<file path="src/ccr_channel_regs.vh">
// Operation
// - Command LSB: 0 write, 1 read
// - Gain bit5 receive loss; reset zero
// - Gain low five bits: scaling code
// - Code 10000 loopback, code zero cutoff
// - Data latched; pins driven only as outputs
// - Bit5 mux detect; bits 7,6 output-only
// - Top two control pins always outputs
// - Direction bits 4..0: 0 input, 1 output
// - Direction bit6 channel active, read-only
// - Direction bit5 global clock-sync-lost flag
// - Direction bit7 reserved, write zero
// - Bit7 linear coding, bit6 mu-law
// - Bits 5..0 choose filter coefficient source
// - Mask bit per detect bit gates interrupt
// - Mask ignores channel enable; resets all ones
// - Reset clears gain, data, direction, functions
// - Per-channel commands act only on enabled channels; mask, enable and detect commands are global
// - Two detect bits per channel
`ifndef CCR_CHANNEL_REGS_VH
`define CCR_CHANNEL_REGS_VH
`define CCR_CMD_GAIN      8'h50
`define CCR_CMD_LINEDATA  8'h52
`define CCR_CMD_DIR       8'h54
`define CCR_CMD_OPFUNC    8'h60
`define CCR_CMD_MASK      8'h6c
`define CCR_CMD_CHANEN    8'h4a
`define CCR_CMD_RTDATA    8'h4d
`define CCR_CMD_RTCLEAR   8'h4f
`define CCR_RW_BIT        0
`define CCR_RST_ZERO      8'h00
`define CCR_RST_MASK      8'hff
`define CCR_RST_CHANEN    4'hf
`define CCR_RST_SYNC      33'h180000000
`define CCR_CODE_LOOPBACK 5'h10
`define CCR_CODE_CUTOFF   5'h00
`define CCR_DIR_ACTIVE    6
`define CCR_DIR_CLKFAIL   5
`define CCR_PIN_DETECT1   0
`define CCR_PIN_DETECT2   1
`endif

</file>
<file path="src/ccr_channel_regs.v">
`timescale 1ns/1ps
`include "ccr_channel_regs.vh"
module ccr_channel_regs (
  input  wire        sys_clk,
  input  wire        nrst,
  input  wire        mpiClk,
  input  wire        mpiCsN,
  input  wire        mpiDin,
  input  wire [19:0] linePinIn,
  input  wire [3:0]  muxSecondDetect,
  input  wire        e1MuxEnable,
  input  wire [3:0]  chanActive,
  input  wire        clockSyncLost,
  output reg         mpiDout,
  output reg         mpiDoutEn,
  output reg         intPinOut,
  output reg         intPinOe,
  output wire [31:0] gainCfg,
  output wire [31:0] opFuncCfg,
  output wire [3:0]  loopbackEn,
  output wire [3:0]  scalingCutoff,
  output wire [19:0] linePinOut,
  output wire [19:0] linePinOe,
  output wire [7:0]  ctrlPinOut
);
  localparam ST_CMD   = 3'b001;
  localparam ST_WDATA = 3'b010;
  localparam ST_RDATA = 3'b100;

  // Every input but the clock and reset passes two flops before use
  wire [32:0] rawIn = {mpiClk, mpiCsN, mpiDin, linePinIn, muxSecondDetect,
                       e1MuxEnable, chanActive, clockSyncLost};
  reg  [32:0] syncA_reg;
  reg  [32:0] syncB_reg;
  always @(posedge sys_clk or negedge nrst) begin
    if (!nrst) begin
      // Serial clock and select start at their idle high level
      syncA_reg <= `CCR_RST_SYNC;
      syncB_reg <= `CCR_RST_SYNC;
    end else begin
      syncA_reg <= rawIn;
      syncB_reg <= syncA_reg;
    end
  end
  wire        sClk      = syncB_reg[32];
  wire        sCsN      = syncB_reg[31];
  wire        sDin      = syncB_reg[30];
  wire [19:0] sPin      = syncB_reg[29:10];
  wire [3:0]  sMux      = syncB_reg[9:6];
  wire        sE1       = syncB_reg[5];
  wire [3:0]  sActive   = syncB_reg[4:1];
  wire        sClkFail  = syncB_reg[0];

  // Read copies; each channel drives only its own element
  wire [7:0]  gainReg   [0:3];
  wire [7:0]  dataReg   [0:3];
  wire [4:0]  dirReg    [0:3];
  wire [7:0]  opReg     [0:3];

  // Global registers
  reg  [7:0]  maskReg;
  reg  [3:0]  chanEnReg;

  reg         clkPrev_reg;
  reg  [2:0]  bitCnt_reg;
  reg  [7:0]  shiftIn_reg;
  reg  [7:0]  shiftOut_reg;
  reg  [7:0]  cmd_reg;
  reg  [2:0]  phase_reg;

  reg         wrStrobe;
  reg  [7:0]  wrData;
  reg         clrStrobe;
  reg  [7:0]  detPrev_reg;

  // Edges of the synchronised serial clock
  wire       clkRise  = sClk & ~clkPrev_reg;
  wire       clkFall  = ~sClk & clkPrev_reg;
  wire [7:0] byteNext = {shiftIn_reg[6:0], sDin};
  // Eighth rise of a byte while selected
  wire       byteDone = clkRise & ~sCsN & (bitCnt_reg == 3'h7);

  // Lowest enabled channel answers a per-channel read
  reg  [1:0] selCh;
  reg        anyEn;
  always @* begin
    anyEn = |chanEnReg;
    if (chanEnReg[0]) begin
      selCh = 2'h0;
    end else if (chanEnReg[1]) begin
      selCh = 2'h1;
    end else if (chanEnReg[2]) begin
      selCh = 2'h2;
    end else begin
      selCh = 2'h3;
    end
  end

  // Detect bits, two per channel, channel 0 low
  wire [7:0] detect;
  genvar g;
  generate
    for (g = 0; g < 4; g = g + 1) begin : gDet
      assign detect[g*2]   = sPin[g*5+`CCR_PIN_DETECT1];
      assign detect[g*2+1] = sE1 ? sMux[g] : sPin[g*5+`CCR_PIN_DETECT2];
    end
  endgenerate

  // Read byte chosen as the command's last bit arrives
  reg [7:0] readByte;
  always @* begin
    readByte = 8'h00;
    if (byteNext == `CCR_CMD_RTDATA || byteNext == `CCR_CMD_RTCLEAR) begin
      readByte = detect;
    end else if (byteNext == (`CCR_CMD_MASK | 8'h01)) begin
      readByte = maskReg;
    end else if (byteNext == (`CCR_CMD_CHANEN | 8'h01)) begin
      readByte = {4'h0, chanEnReg};
    end else if (byteNext == (`CCR_CMD_DIR | 8'h01)) begin
      // Clock flag reported even with no channel enabled
      readByte = {1'b0, sActive[selCh] & anyEn, sClkFail,
                  anyEn ? dirReg[selCh] : 5'h00};
    end else if (!anyEn) begin
      readByte = 8'h00;
    end else if (byteNext == (`CCR_CMD_GAIN | 8'h01)) begin
      readByte = gainReg[selCh];
    end else if (byteNext == (`CCR_CMD_LINEDATA | 8'h01)) begin
      readByte = dataReg[selCh];
    end else if (byteNext == (`CCR_CMD_OPFUNC | 8'h01)) begin
      readByte = opReg[selCh];
    end
  end

  // Unknown write commands take no data byte
  wire isWriteCmd = (byteNext == `CCR_CMD_GAIN) || (byteNext == `CCR_CMD_LINEDATA) ||
                    (byteNext == `CCR_CMD_DIR) || (byteNext == `CCR_CMD_OPFUNC) ||
                    (byteNext == `CCR_CMD_MASK) || (byteNext == `CCR_CMD_CHANEN);

  // Serial command engine, MSB first, sampled on rising clock
  always @(posedge sys_clk or negedge nrst) begin
    if (!nrst) begin
      clkPrev_reg  <= 1'b1;
      bitCnt_reg   <= 3'h0;
      shiftIn_reg  <= 8'h00;
      shiftOut_reg <= 8'h00;
      cmd_reg      <= 8'h00;
      phase_reg    <= ST_CMD;
      wrStrobe     <= 1'b0;
      wrData       <= 8'h00;
      clrStrobe    <= 1'b0;
      mpiDout      <= 1'b0;
      mpiDoutEn    <= 1'b0;
    end else begin
      clkPrev_reg <= sClk;
      wrStrobe    <= 1'b0;
      clrStrobe   <= 1'b0;
      if (sCsN) begin
        // Deselect aborts any partial byte
        bitCnt_reg <= 3'h0;
        phase_reg  <= ST_CMD;
        mpiDoutEn  <= 1'b0;
      end else begin
        if (clkRise) begin
          shiftIn_reg <= byteNext;
          bitCnt_reg  <= bitCnt_reg + 3'h1;
        end
        // Data moves on the fall, settled long before the host samples
        if (clkFall && phase_reg == ST_RDATA) begin
          mpiDout      <= shiftOut_reg[7];
          shiftOut_reg <= {shiftOut_reg[6:0], 1'b0};
        end
        if (byteDone) begin
          case (phase_reg)
            ST_CMD: begin
              cmd_reg <= byteNext;
              if (byteNext[`CCR_RW_BIT]) begin
                phase_reg    <= ST_RDATA;
                shiftOut_reg <= readByte;
                mpiDoutEn    <= 1'b1;
                clrStrobe    <= (byteNext == `CCR_CMD_RTCLEAR);
              end else if (isWriteCmd) begin
                phase_reg <= ST_WDATA;
              end
            end
            ST_WDATA: begin
              // Target register loads on the next cycle
              wrStrobe  <= 1'b1;
              wrData    <= byteNext;
              phase_reg <= ST_CMD;
            end
            ST_RDATA: begin
              phase_reg <= ST_CMD;
              mpiDoutEn <= 1'b0;
            end
            default: begin
              phase_reg <= ST_CMD;
            end
          endcase
        end
      end
    end
  end

  // Global registers, independent of channel enables
  always @(posedge sys_clk or negedge nrst) begin
    if (!nrst) begin
      maskReg     <= `CCR_RST_MASK;
      chanEnReg   <= `CCR_RST_CHANEN;
      detPrev_reg <= 8'h00;
      intPinOe    <= 1'b0;
      intPinOut   <= 1'b0;
    end else begin
      // Open drain: the pin is only ever pulled low
      intPinOut   <= 1'b0;
      // Edge detect on the synchronised detect bits
      detPrev_reg <= detect;
      if (wrStrobe && cmd_reg == `CCR_CMD_MASK) begin
        maskReg <= wrData;
      end
      if (wrStrobe && cmd_reg == `CCR_CMD_CHANEN) begin
        chanEnReg <= wrData[3:0];
      end
      // New change wins over a simultaneous clear
      if (|((detect ^ detPrev_reg) & ~maskReg)) begin
        intPinOe <= 1'b1;
      end else if (clrStrobe) begin
        intPinOe <= 1'b0;
      end
    end
  end

  // Per-channel registers; each channel owns its flops and feeds one
  // element of the read copies, so every element has a single driver
  generate
    for (g = 0; g < 4; g = g + 1) begin : gCh
      wire       chWr = wrStrobe & chanEnReg[g];
      reg  [7:0] chGain_reg;
      reg  [7:0] chData_reg;
      reg  [4:0] chDir_reg;
      reg  [7:0] chOp_reg;
      reg        loopReg;
      reg        cutReg;
      reg  [4:0] pinOutReg;
      reg  [4:0] pinOeReg;
      reg  [1:0] ctrlReg;

      // Configuration bytes written over the serial port
      always @(posedge sys_clk or negedge nrst) begin
        if (!nrst) begin
          chGain_reg <= `CCR_RST_ZERO;
          chData_reg <= `CCR_RST_ZERO;
          chDir_reg  <= 5'h00;
          chOp_reg   <= `CCR_RST_ZERO;
        end else begin
          if (chWr && cmd_reg == `CCR_CMD_GAIN) begin
            chGain_reg <= wrData;
          end
          if (chWr && cmd_reg == `CCR_CMD_LINEDATA) begin
            chData_reg <= wrData;
          end
          if (chWr && cmd_reg == `CCR_CMD_DIR) begin
            chDir_reg <= wrData[4:0];
          end
          if (chWr && cmd_reg == `CCR_CMD_OPFUNC) begin
            chOp_reg <= wrData;
          end
        end
      end

      // Decoded controls lag the byte by one cycle to stay on flops
      always @(posedge sys_clk or negedge nrst) begin
        if (!nrst) begin
          loopReg   <= 1'b0;
          cutReg    <= 1'b1;
          pinOutReg <= 5'h00;
          pinOeReg  <= 5'h00;
          ctrlReg   <= 2'h0;
        end else begin
          loopReg   <= (chGain_reg[4:0] == `CCR_CODE_LOOPBACK);
          cutReg    <= (chGain_reg[4:0] == `CCR_CODE_CUTOFF);
          pinOutReg <= chData_reg[4:0];
          pinOeReg  <= chDir_reg;
          ctrlReg   <= chData_reg[7:6];
        end
      end

      // Read copies for the serial read mux
      assign gainReg[g] = chGain_reg;
      assign dataReg[g] = chData_reg;
      assign dirReg[g]  = chDir_reg;
      assign opReg[g]   = chOp_reg;

      assign gainCfg[g*8+:8]    = chGain_reg;
      assign opFuncCfg[g*8+:8]  = chOp_reg;
      assign loopbackEn[g]      = loopReg;
      assign scalingCutoff[g]   = cutReg;
      assign linePinOut[g*5+:5] = pinOutReg;
      assign linePinOe[g*5+:5]  = pinOeReg;
      assign ctrlPinOut[g*2+:2] = ctrlReg;
    end
  endgenerate
endmodule

</file>
<file path="config.mk">
export PLATFORM = sky130hd
export DESIGN_NAME = ccr_channel_regs
export DESIGN_NICKNAME = d
export VERILOG_FILES = /design/src/ccr_channel_regs.v
export VERILOG_INCLUDE_DIRS = /design/src
export SDC_FILE = /design/constraint.sdc
export NUM_CORES = 1
export LEC_CHECK = 0
export ABC_AREA = 1
export ABC_CLOCK_PERIOD_IN_PS = 2300
export BUFFER_PORTS_ARGS = -buffer_cell sky130_fd_sc_hd__buf_2
export CORE_ASPECT_RATIO = 1.25
export CORE_MARGIN = 8
export CORE_UTILIZATION = 30
export DETAILED_ROUTE_END_ITERATION = 8
export PLACE_DENSITY = 0.52
export SYNTH_ARGS = -nofsm -noshare
export SYNTH_HDL_FRONTEND = slang
export SYNTH_SLANG_ARGS = --single-unit
</file>
<file path="constraint.sdc">
create_clock -name sys_clk -period 2.3 [get_ports sys_clk]
set_input_delay 0.115 -clock sys_clk [delete_from_list [all_inputs] [get_ports sys_clk]]
set_output_delay 0.115 -clock sys_clk [all_outputs]
set_load 0.005 [all_outputs]
</file>
# ---- After elaboration in Yosys (flattened, before gate mapping)
# Cells that the tools add are included.
dict set report op_classes {
  n_lt_le_gt_ge 2
  n_reduce_logical 41
  n_eq_ne 30
  n_addsub 1
  bitwise 16
  muxes 54
}
# cell n
set op_table {}
lappend op_table {{$eq 8x7->1 const B} 20}
lappend op_table {{$mux 8} 18}
lappend op_table {{$bmux 8 s2} 3}
lappend op_table {{$mux 3} 7}
lappend op_table {{$eq 5x5->1 const B} 4}
lappend op_table {{$logic_not 5->1} 4}
lappend op_table {{$logic_and 1x1->1} 19}
lappend op_table {{$mux 1} 18}
lappend op_table {{$mux 5} 3}
lappend op_table {{$bmux 5 s2} 1}
lappend op_table {{$and 1x1->1} 9}
lappend op_table {{$reduce_and 3->1} 3}
lappend op_table {{$and 8x8->8} 1}
lappend op_table {{$not 8->8} 1}
lappend op_table {{$reduce_or 8->1} 1}
lappend op_table {{$xor 8x8->8} 1}
lappend op_table {{$eq 3x3->1 const B} 2}
lappend op_table {{$logic_or 1x1->1} 6}
lappend op_table {{$reduce_and 2->1} 3}
lappend op_table {{$reduce_bool 2->1} 3}
lappend op_table {{$mux 2} 2}
lappend op_table {{$ne 4x4->1 const B} 1}
lappend op_table {{$reduce_or 4->1} 1}
lappend op_table {{$add 3x1->3 const B} 1}
lappend op_table {{other kinds (10)} 12}
dict set report word_totals {
  elab_cells 197
  out_inout_bits 124
  in_bits 35
  register_bits 301
}

# ---- Logic depth before layout (Yosys ltp)
dict set report depth {
  word_depth 18
  mapped_depth 14
  mapped_depth_nobuf 13
}

# ---- Worst setup path after synthesis
# OpenSTA, ideal clock, no wires.
dict set report synth_timing {
  path_kind {register -> register}
  start {reg chanEnReg[2]}
  end {reg shiftOut_reg[2]}
  setup_slack_ns 0.654
  n_path_buf 2
  t_required_ns 2.184
  stages_incl_launch_ff 14
  synth_period_minus_slack_ns 1.646
  arrival_ns 1.529
  setup_ns 0.116
  cell_sequence {dfstp_2 buf_2 clkbuf_1 nor2_1 nor2_1 nand2_1 nand3_1 nand2_1 inv_1 nand2_1 nand2_1 nand4_1 nand2_1 nand2_1}
}
dict set report synth_via {
  elab_chain_len 18
  elab_cells_between_ends 29
  classes_between {mux (27); bitwise (1); reduce/logical (1)}
}
# item line
set synth_lines {}
lappend synth_lines {{start: declaration} ccr_channel_regs.v:62} ;# reg [3:0] chanEnReg;
lappend synth_lines {{start signal: assignment} ccr_channel_regs.v:208} ;# chanEnReg <= `CCR_RST_CHANEN;
lappend synth_lines {{start signal: assignment} ccr_channel_regs.v:221} ;# chanEnReg <= wrData[3:0];
lappend synth_lines {{$mux 1} ccr_channel_regs.v:92} ;# end else if (chanEnReg[2]) begin
lappend synth_lines {{$mux 2} ccr_channel_regs.v:90} ;# end else if (chanEnReg[1]) begin
lappend synth_lines {{$mux 2} ccr_channel_regs.v:88} ;# if (chanEnReg[0]) begin
lappend synth_lines {{$not 2->3 (not written as such)} -}
lappend synth_lines {{$bmux 8 s2} ccr_channel_regs.v:130} ;# readByte = opReg[selCh];
lappend synth_lines {{$mux 8 (not written as such) (2 in series)} ccr_channel_regs.v:130}
lappend synth_lines {{$mux 8} ccr_channel_regs.v:129} ;# end else if (byteNext == (`CCR_CMD_OPFUNC | 8'h01)) begin
lappend synth_lines {{$mux 8} ccr_channel_regs.v:127} ;# end else if (byteNext == (`CCR_CMD_LINEDATA | 8'h01)) begin
lappend synth_lines {{$mux 8} ccr_channel_regs.v:125} ;# end else if (byteNext == (`CCR_CMD_GAIN | 8'h01)) begin
lappend synth_lines {{$mux 8} ccr_channel_regs.v:123} ;# end else if (!anyEn) begin
lappend synth_lines {{$mux 8} ccr_channel_regs.v:119} ;# end else if (byteNext == (`CCR_CMD_DIR | 8'h01)) begin
lappend synth_lines {{$mux 8 *} ccr_channel_regs.v:117} ;# end else if (byteNext == (`CCR_CMD_CHANEN | 8'h01)) begin
lappend synth_lines {{$mux 8 *} ccr_channel_regs.v:115} ;# end else if (byteNext == (`CCR_CMD_MASK | 8'h01)) begin
lappend synth_lines {{$mux 8 *} ccr_channel_regs.v:113} ;# if (byteNext == `CCR_CMD_RTDATA || byteNext == `CCR_CMD_RTCLEAR) begin
lappend synth_lines {{$mux 8 *} ccr_channel_regs.v:176} ;# if (byteNext[`CCR_RW_BIT]) begin
lappend synth_lines {{$mux 8 *} ccr_channel_regs.v:173} ;# case (phase_reg)
lappend synth_lines {{$mux 8 *} ccr_channel_regs.v:172} ;# if (byteDone) begin
lappend synth_lines {{end signal: assignment} ccr_channel_regs.v:170} ;# shiftOut_reg <= {shiftOut_reg[6:0], 1'b0};
lappend synth_lines {{end signal: assignment} ccr_channel_regs.v:178} ;# shiftOut_reg <= readByte;
lappend synth_lines {{end: declaration} ccr_channel_regs.v:67} ;# reg [7:0] shiftOut_reg;
# Every way passes the cells marked *; elsewhere a longest branch is shown, timed or not. The select of a mux whose other input is x is not followed.
# A chain may end at the register's enable or synchronous reset.

# ---- Worst setup path after layout
dict set report layout_timing {
  start {reg chanEnReg[1]}
  end {reg shiftOut_reg[6]}
}
dict set report layout_via {
  elab_chain_len 17
  elab_cells_between_ends 27
  classes_between {mux (24); bitwise (2); reduce/logical (1)}
}
# item line
set layout_lines {}
lappend layout_lines {{$mux 2} ccr_channel_regs.v:90}
lappend layout_lines {{$mux 2} ccr_channel_regs.v:88}
lappend layout_lines {{$not 2->3 (not written as such)} {ccr_channel_regs.v:126, ccr_channel_regs.v:128, ccr_channel_regs.v:130}}
lappend layout_lines {{$bmux 8 s2} ccr_channel_regs.v:130}
lappend layout_lines {{$mux 8 (not written as such) (2 in series)} ccr_channel_regs.v:130}
lappend layout_lines {{$mux 8} ccr_channel_regs.v:129}
lappend layout_lines {{$mux 8} ccr_channel_regs.v:127}
lappend layout_lines {{$mux 8} ccr_channel_regs.v:125}
lappend layout_lines {{$mux 8} ccr_channel_regs.v:123}
lappend layout_lines {{$mux 8 *} ccr_channel_regs.v:119}
lappend layout_lines {{$mux 8 *} ccr_channel_regs.v:117}
lappend layout_lines {{$mux 8 *} ccr_channel_regs.v:115}
lappend layout_lines {{$mux 8 *} ccr_channel_regs.v:113}
lappend layout_lines {{$mux 8 *} ccr_channel_regs.v:176}
lappend layout_lines {{$mux 8 *} ccr_channel_regs.v:173}
lappend layout_lines {{$mux 8 *} ccr_channel_regs.v:172}
# Marked as above.

==> impl_metrics.json <==
{
  "overflow": 0,
  "gp_congestion": 0.916,
  "reg2reg_depth": 12,
  "holdWs_ns": 0.0921,
  "cts_root_buffer": "clkbuf_16",
  "wl_um": 34300,
  "placedCellCount": 1851,
  "num_io_pins": 159,
  "cts_max_level": 1,
  "reg2reg_to": "shiftOut_reg[6]",
  "drc": 0,
  "post_synth.cell_area_avg_um2": 9.34,
  "antenna_cells": 0,
  "fin_skew_ns": 0.00760,
  "ys_warn_count": 0,
  "grtUsageTotal_pct": 15.1,
  "cts_buffer_depth": 3,
  "antenna_found_initial": 0,
  "synthDominantCellAreaShare_pct": 55.1,
  "cts_made_buffers": 31,
  "final.setup.tns_ns": 0,
  "clock.fmax_ghz": 0.470,
  "synth_flop_cell": "dfrtp_1",
  "synth_top_cell_by_area": "dfrtp_1",
  "synthArstFlopShare_pct": 100,
  "final_common_cell": "nand2_1",
  "layout_min_cycle_time_ns": 2.13,
  "clk_pin_slew_ns": 0.06,
  "instances_no_fill": 1931,
  "power.density_nw_per_um2": 744,
  "routed_via_density": 4.65,
  "startpoint_type": "register",
  "drtPass1Iterations": 5,
  "synth_area_leaders": "dfrtp_1 (55%), nand2_1 (12%), dfstp_2 (5.0%)",
  "grt_pass1_vias": 9167,
  "muxShareOfSynthArea_pct": 0.0973,
  "final-hold-violation-count": 0,
  "portBuffers": 145,
  "syn_inst": 1239,
  "drive_gt1_share_pct": 21.8,
  "ir_drop_mv": 0.524,
  "synth-xor-area-share_pct": 0.454,
  "syn_to_final_growth_pct": 22.4,
  "netlist-cell-type-count": 44,
  "drv_slew": 0,
  "r2r-start": "chanEnReg[1]",
  "timing.final.crit_share_pct": 92.5,
  "cp.arrival_ns": 2.59,
  "fin_util_pct": 37.1,
  "synth-compound-area-share_pct": 11.7,
  "cts_tree": "yes",
  "grt_max_degree": 60,
  "grt_pass1_wl_um": 53500,
  "antenna_left": 0,
  "crit_fanout": 13,
  "critPathCaptureType": "register",
  "worst_pin_slew_ns": 0.797,
  "worstPathRequired_ns": 2.77,
  "synth-simple-area-share_pct": 21.1,
  "die_x_um": 192,
  "fp-row-count": 80,
  "fin_nets": 1451,
  "yosysSeqAreaShare_pct": 60.1,
  "leakage_uw": 0.00700,
  "post-cts-setup-buffer-count": 0,
  "synth-adder-area-share_pct": 0.216,
  "r2r_setup_slack_ns": 0.17,
  "rsz0062_at_grt": "no",
  "synth_nets": 1276,
  "syn-cell-area_um2": 11600,
  "p_total_uw": 10500,
  "insertion_delay_ns": 0.57,
  "die_y_um": 236,
  "initial_utilization_pct": 30.3,
  "die-area_um2": 45200,
  "wire_per_inst_um": 17.8,
  "crit_type": "register to register",
  "clock_sinks": 277,
  "initialDrtViolationCount": 609,
  "synth_edf_count": 0,
  "final_cell_mix": "nand2_1 (372), dfrtp_1 (255), buf_2 (144), o21ai_1 (104), inv_1 (86)",
  "synth_top_family_by_area": "simple AND/OR/NAND/NOR gates",
  "setup_viol": 0,
  "hpwl_um": 24800,
  "core-area_um2": 38100,
  "status": "finished clean",
  "drv_cap": 0,
  "synth_seq_cells": 277,
  "slew_headroom_pct": 46.8,
  "dr_total_vias": 8982,
  "hold_path.class": "primary input to async pin"
}
## how the worst max path moves through the flow
stage	startpoint	end	slack, ns	depth (start not counted)
CTS	chanEnReg[1]	shiftOut_reg[0]	0.15	12
global route	chanEnReg[1]	shiftOut_reg[4]	0.05	14
global placement	chanEnReg[1]	shiftOut_reg[0]	0.22	12
detailed placement	chanEnReg[1]	shiftOut_reg[0]	0.17	12
finish	chanEnReg[1]	shiftOut_reg[6]	0.17	12
floorplan	chanEnReg[2]	shiftOut_reg[2]	0.65	13
## what timing repair did
action	in CTS	in global routing
hold buffers	22	0
resized for setup	0	3
setup endpoints to repair	0	5
hold endpoints to repair	233	0
## metal layers
layer  part of all wire (%)  GRT usage, %  up-vias
li1                       -             -     4355
met1                     42          18.5     4322
met2                     50          26.3      246
met3                    5.1          2.25       59
met4                    3.1          5.68        0
met5                      0             0        -
## power breakdown
part	switching, uW	internal, uW
sequential	87.6	4970
clock	2100	3000
combinational	251	124
total	2430	8100
## layout make-up
| class | instances | area [um^2] |
|---|---|---|
| sequential | 277 | 6960 |
| tap | 492 | 616 |
| clock buffer | 39 | 856 |
| inverter | 107 | 404 |
| fill | 3863 | 24000 |
| clock inverter | 19 | 210 |
| timing repair buffer | 197 | 1230 |
| multi-input combinational | 800 | 3890 |
## synth_stat cells, types with 12 or more instances
cell / instances
nor2_1: 77
nand3_1: 48
o21ai_1: 104
dfstp_2: 22
inv_2: 21
a21oi_1: 37
clkbuf_1: 21
nand4_1: 14
o21a_1: 40
nand2_1: 372
dfrtp_1: 255
nor2_4: 14
buf_2: 12
buf_4: 15
o21ai_0: 38
inv_1: 86
## stage by stage
| step | setup WS [ns] | area (um^2) |
|---|---|---|
| 2_1_floorplan | 0.654 | 11600 |
| 3_3_place_gp | 0.217 | 12900 |
| 3_5_place_dp | 0.171 | 12900 |
| 4_1_cts | 0.147 | 14200 |
| 5_1_grt | 0.0488 | 14200 |
| 6_report | 0.172 | 14200 |
## critical path, stage by stage (launching register included)
cell and delay, ns:
dfstp_2 0.62, inv_4 0.11, nand2_1 0.17, buf_4 0.18, nor2_1 0.04, o21ai_1 0.12
nand2_1 0.07, a21oi_1 0.32, nor2_1 0.07, nand2_1 0.12, nand3_1 0.09, nand2_1 0.06
nand2_1 0.04
## cell families after synthesis
| logic type | count (synthesis) |
|---|---|
| AO/OA/AOI/OAI | 238 |
| XOR/XNOR | 6 |
| adder cells (fa/ha/maj) | 2 |
| buffers and inverters | 162 |
| flip-flops | 277 |
| multiplexers | 1 |
| other | 1 |
| AND/OR/NAND/NOR | 552 |
Note: power is estimated with default switching activity, not from simulation.
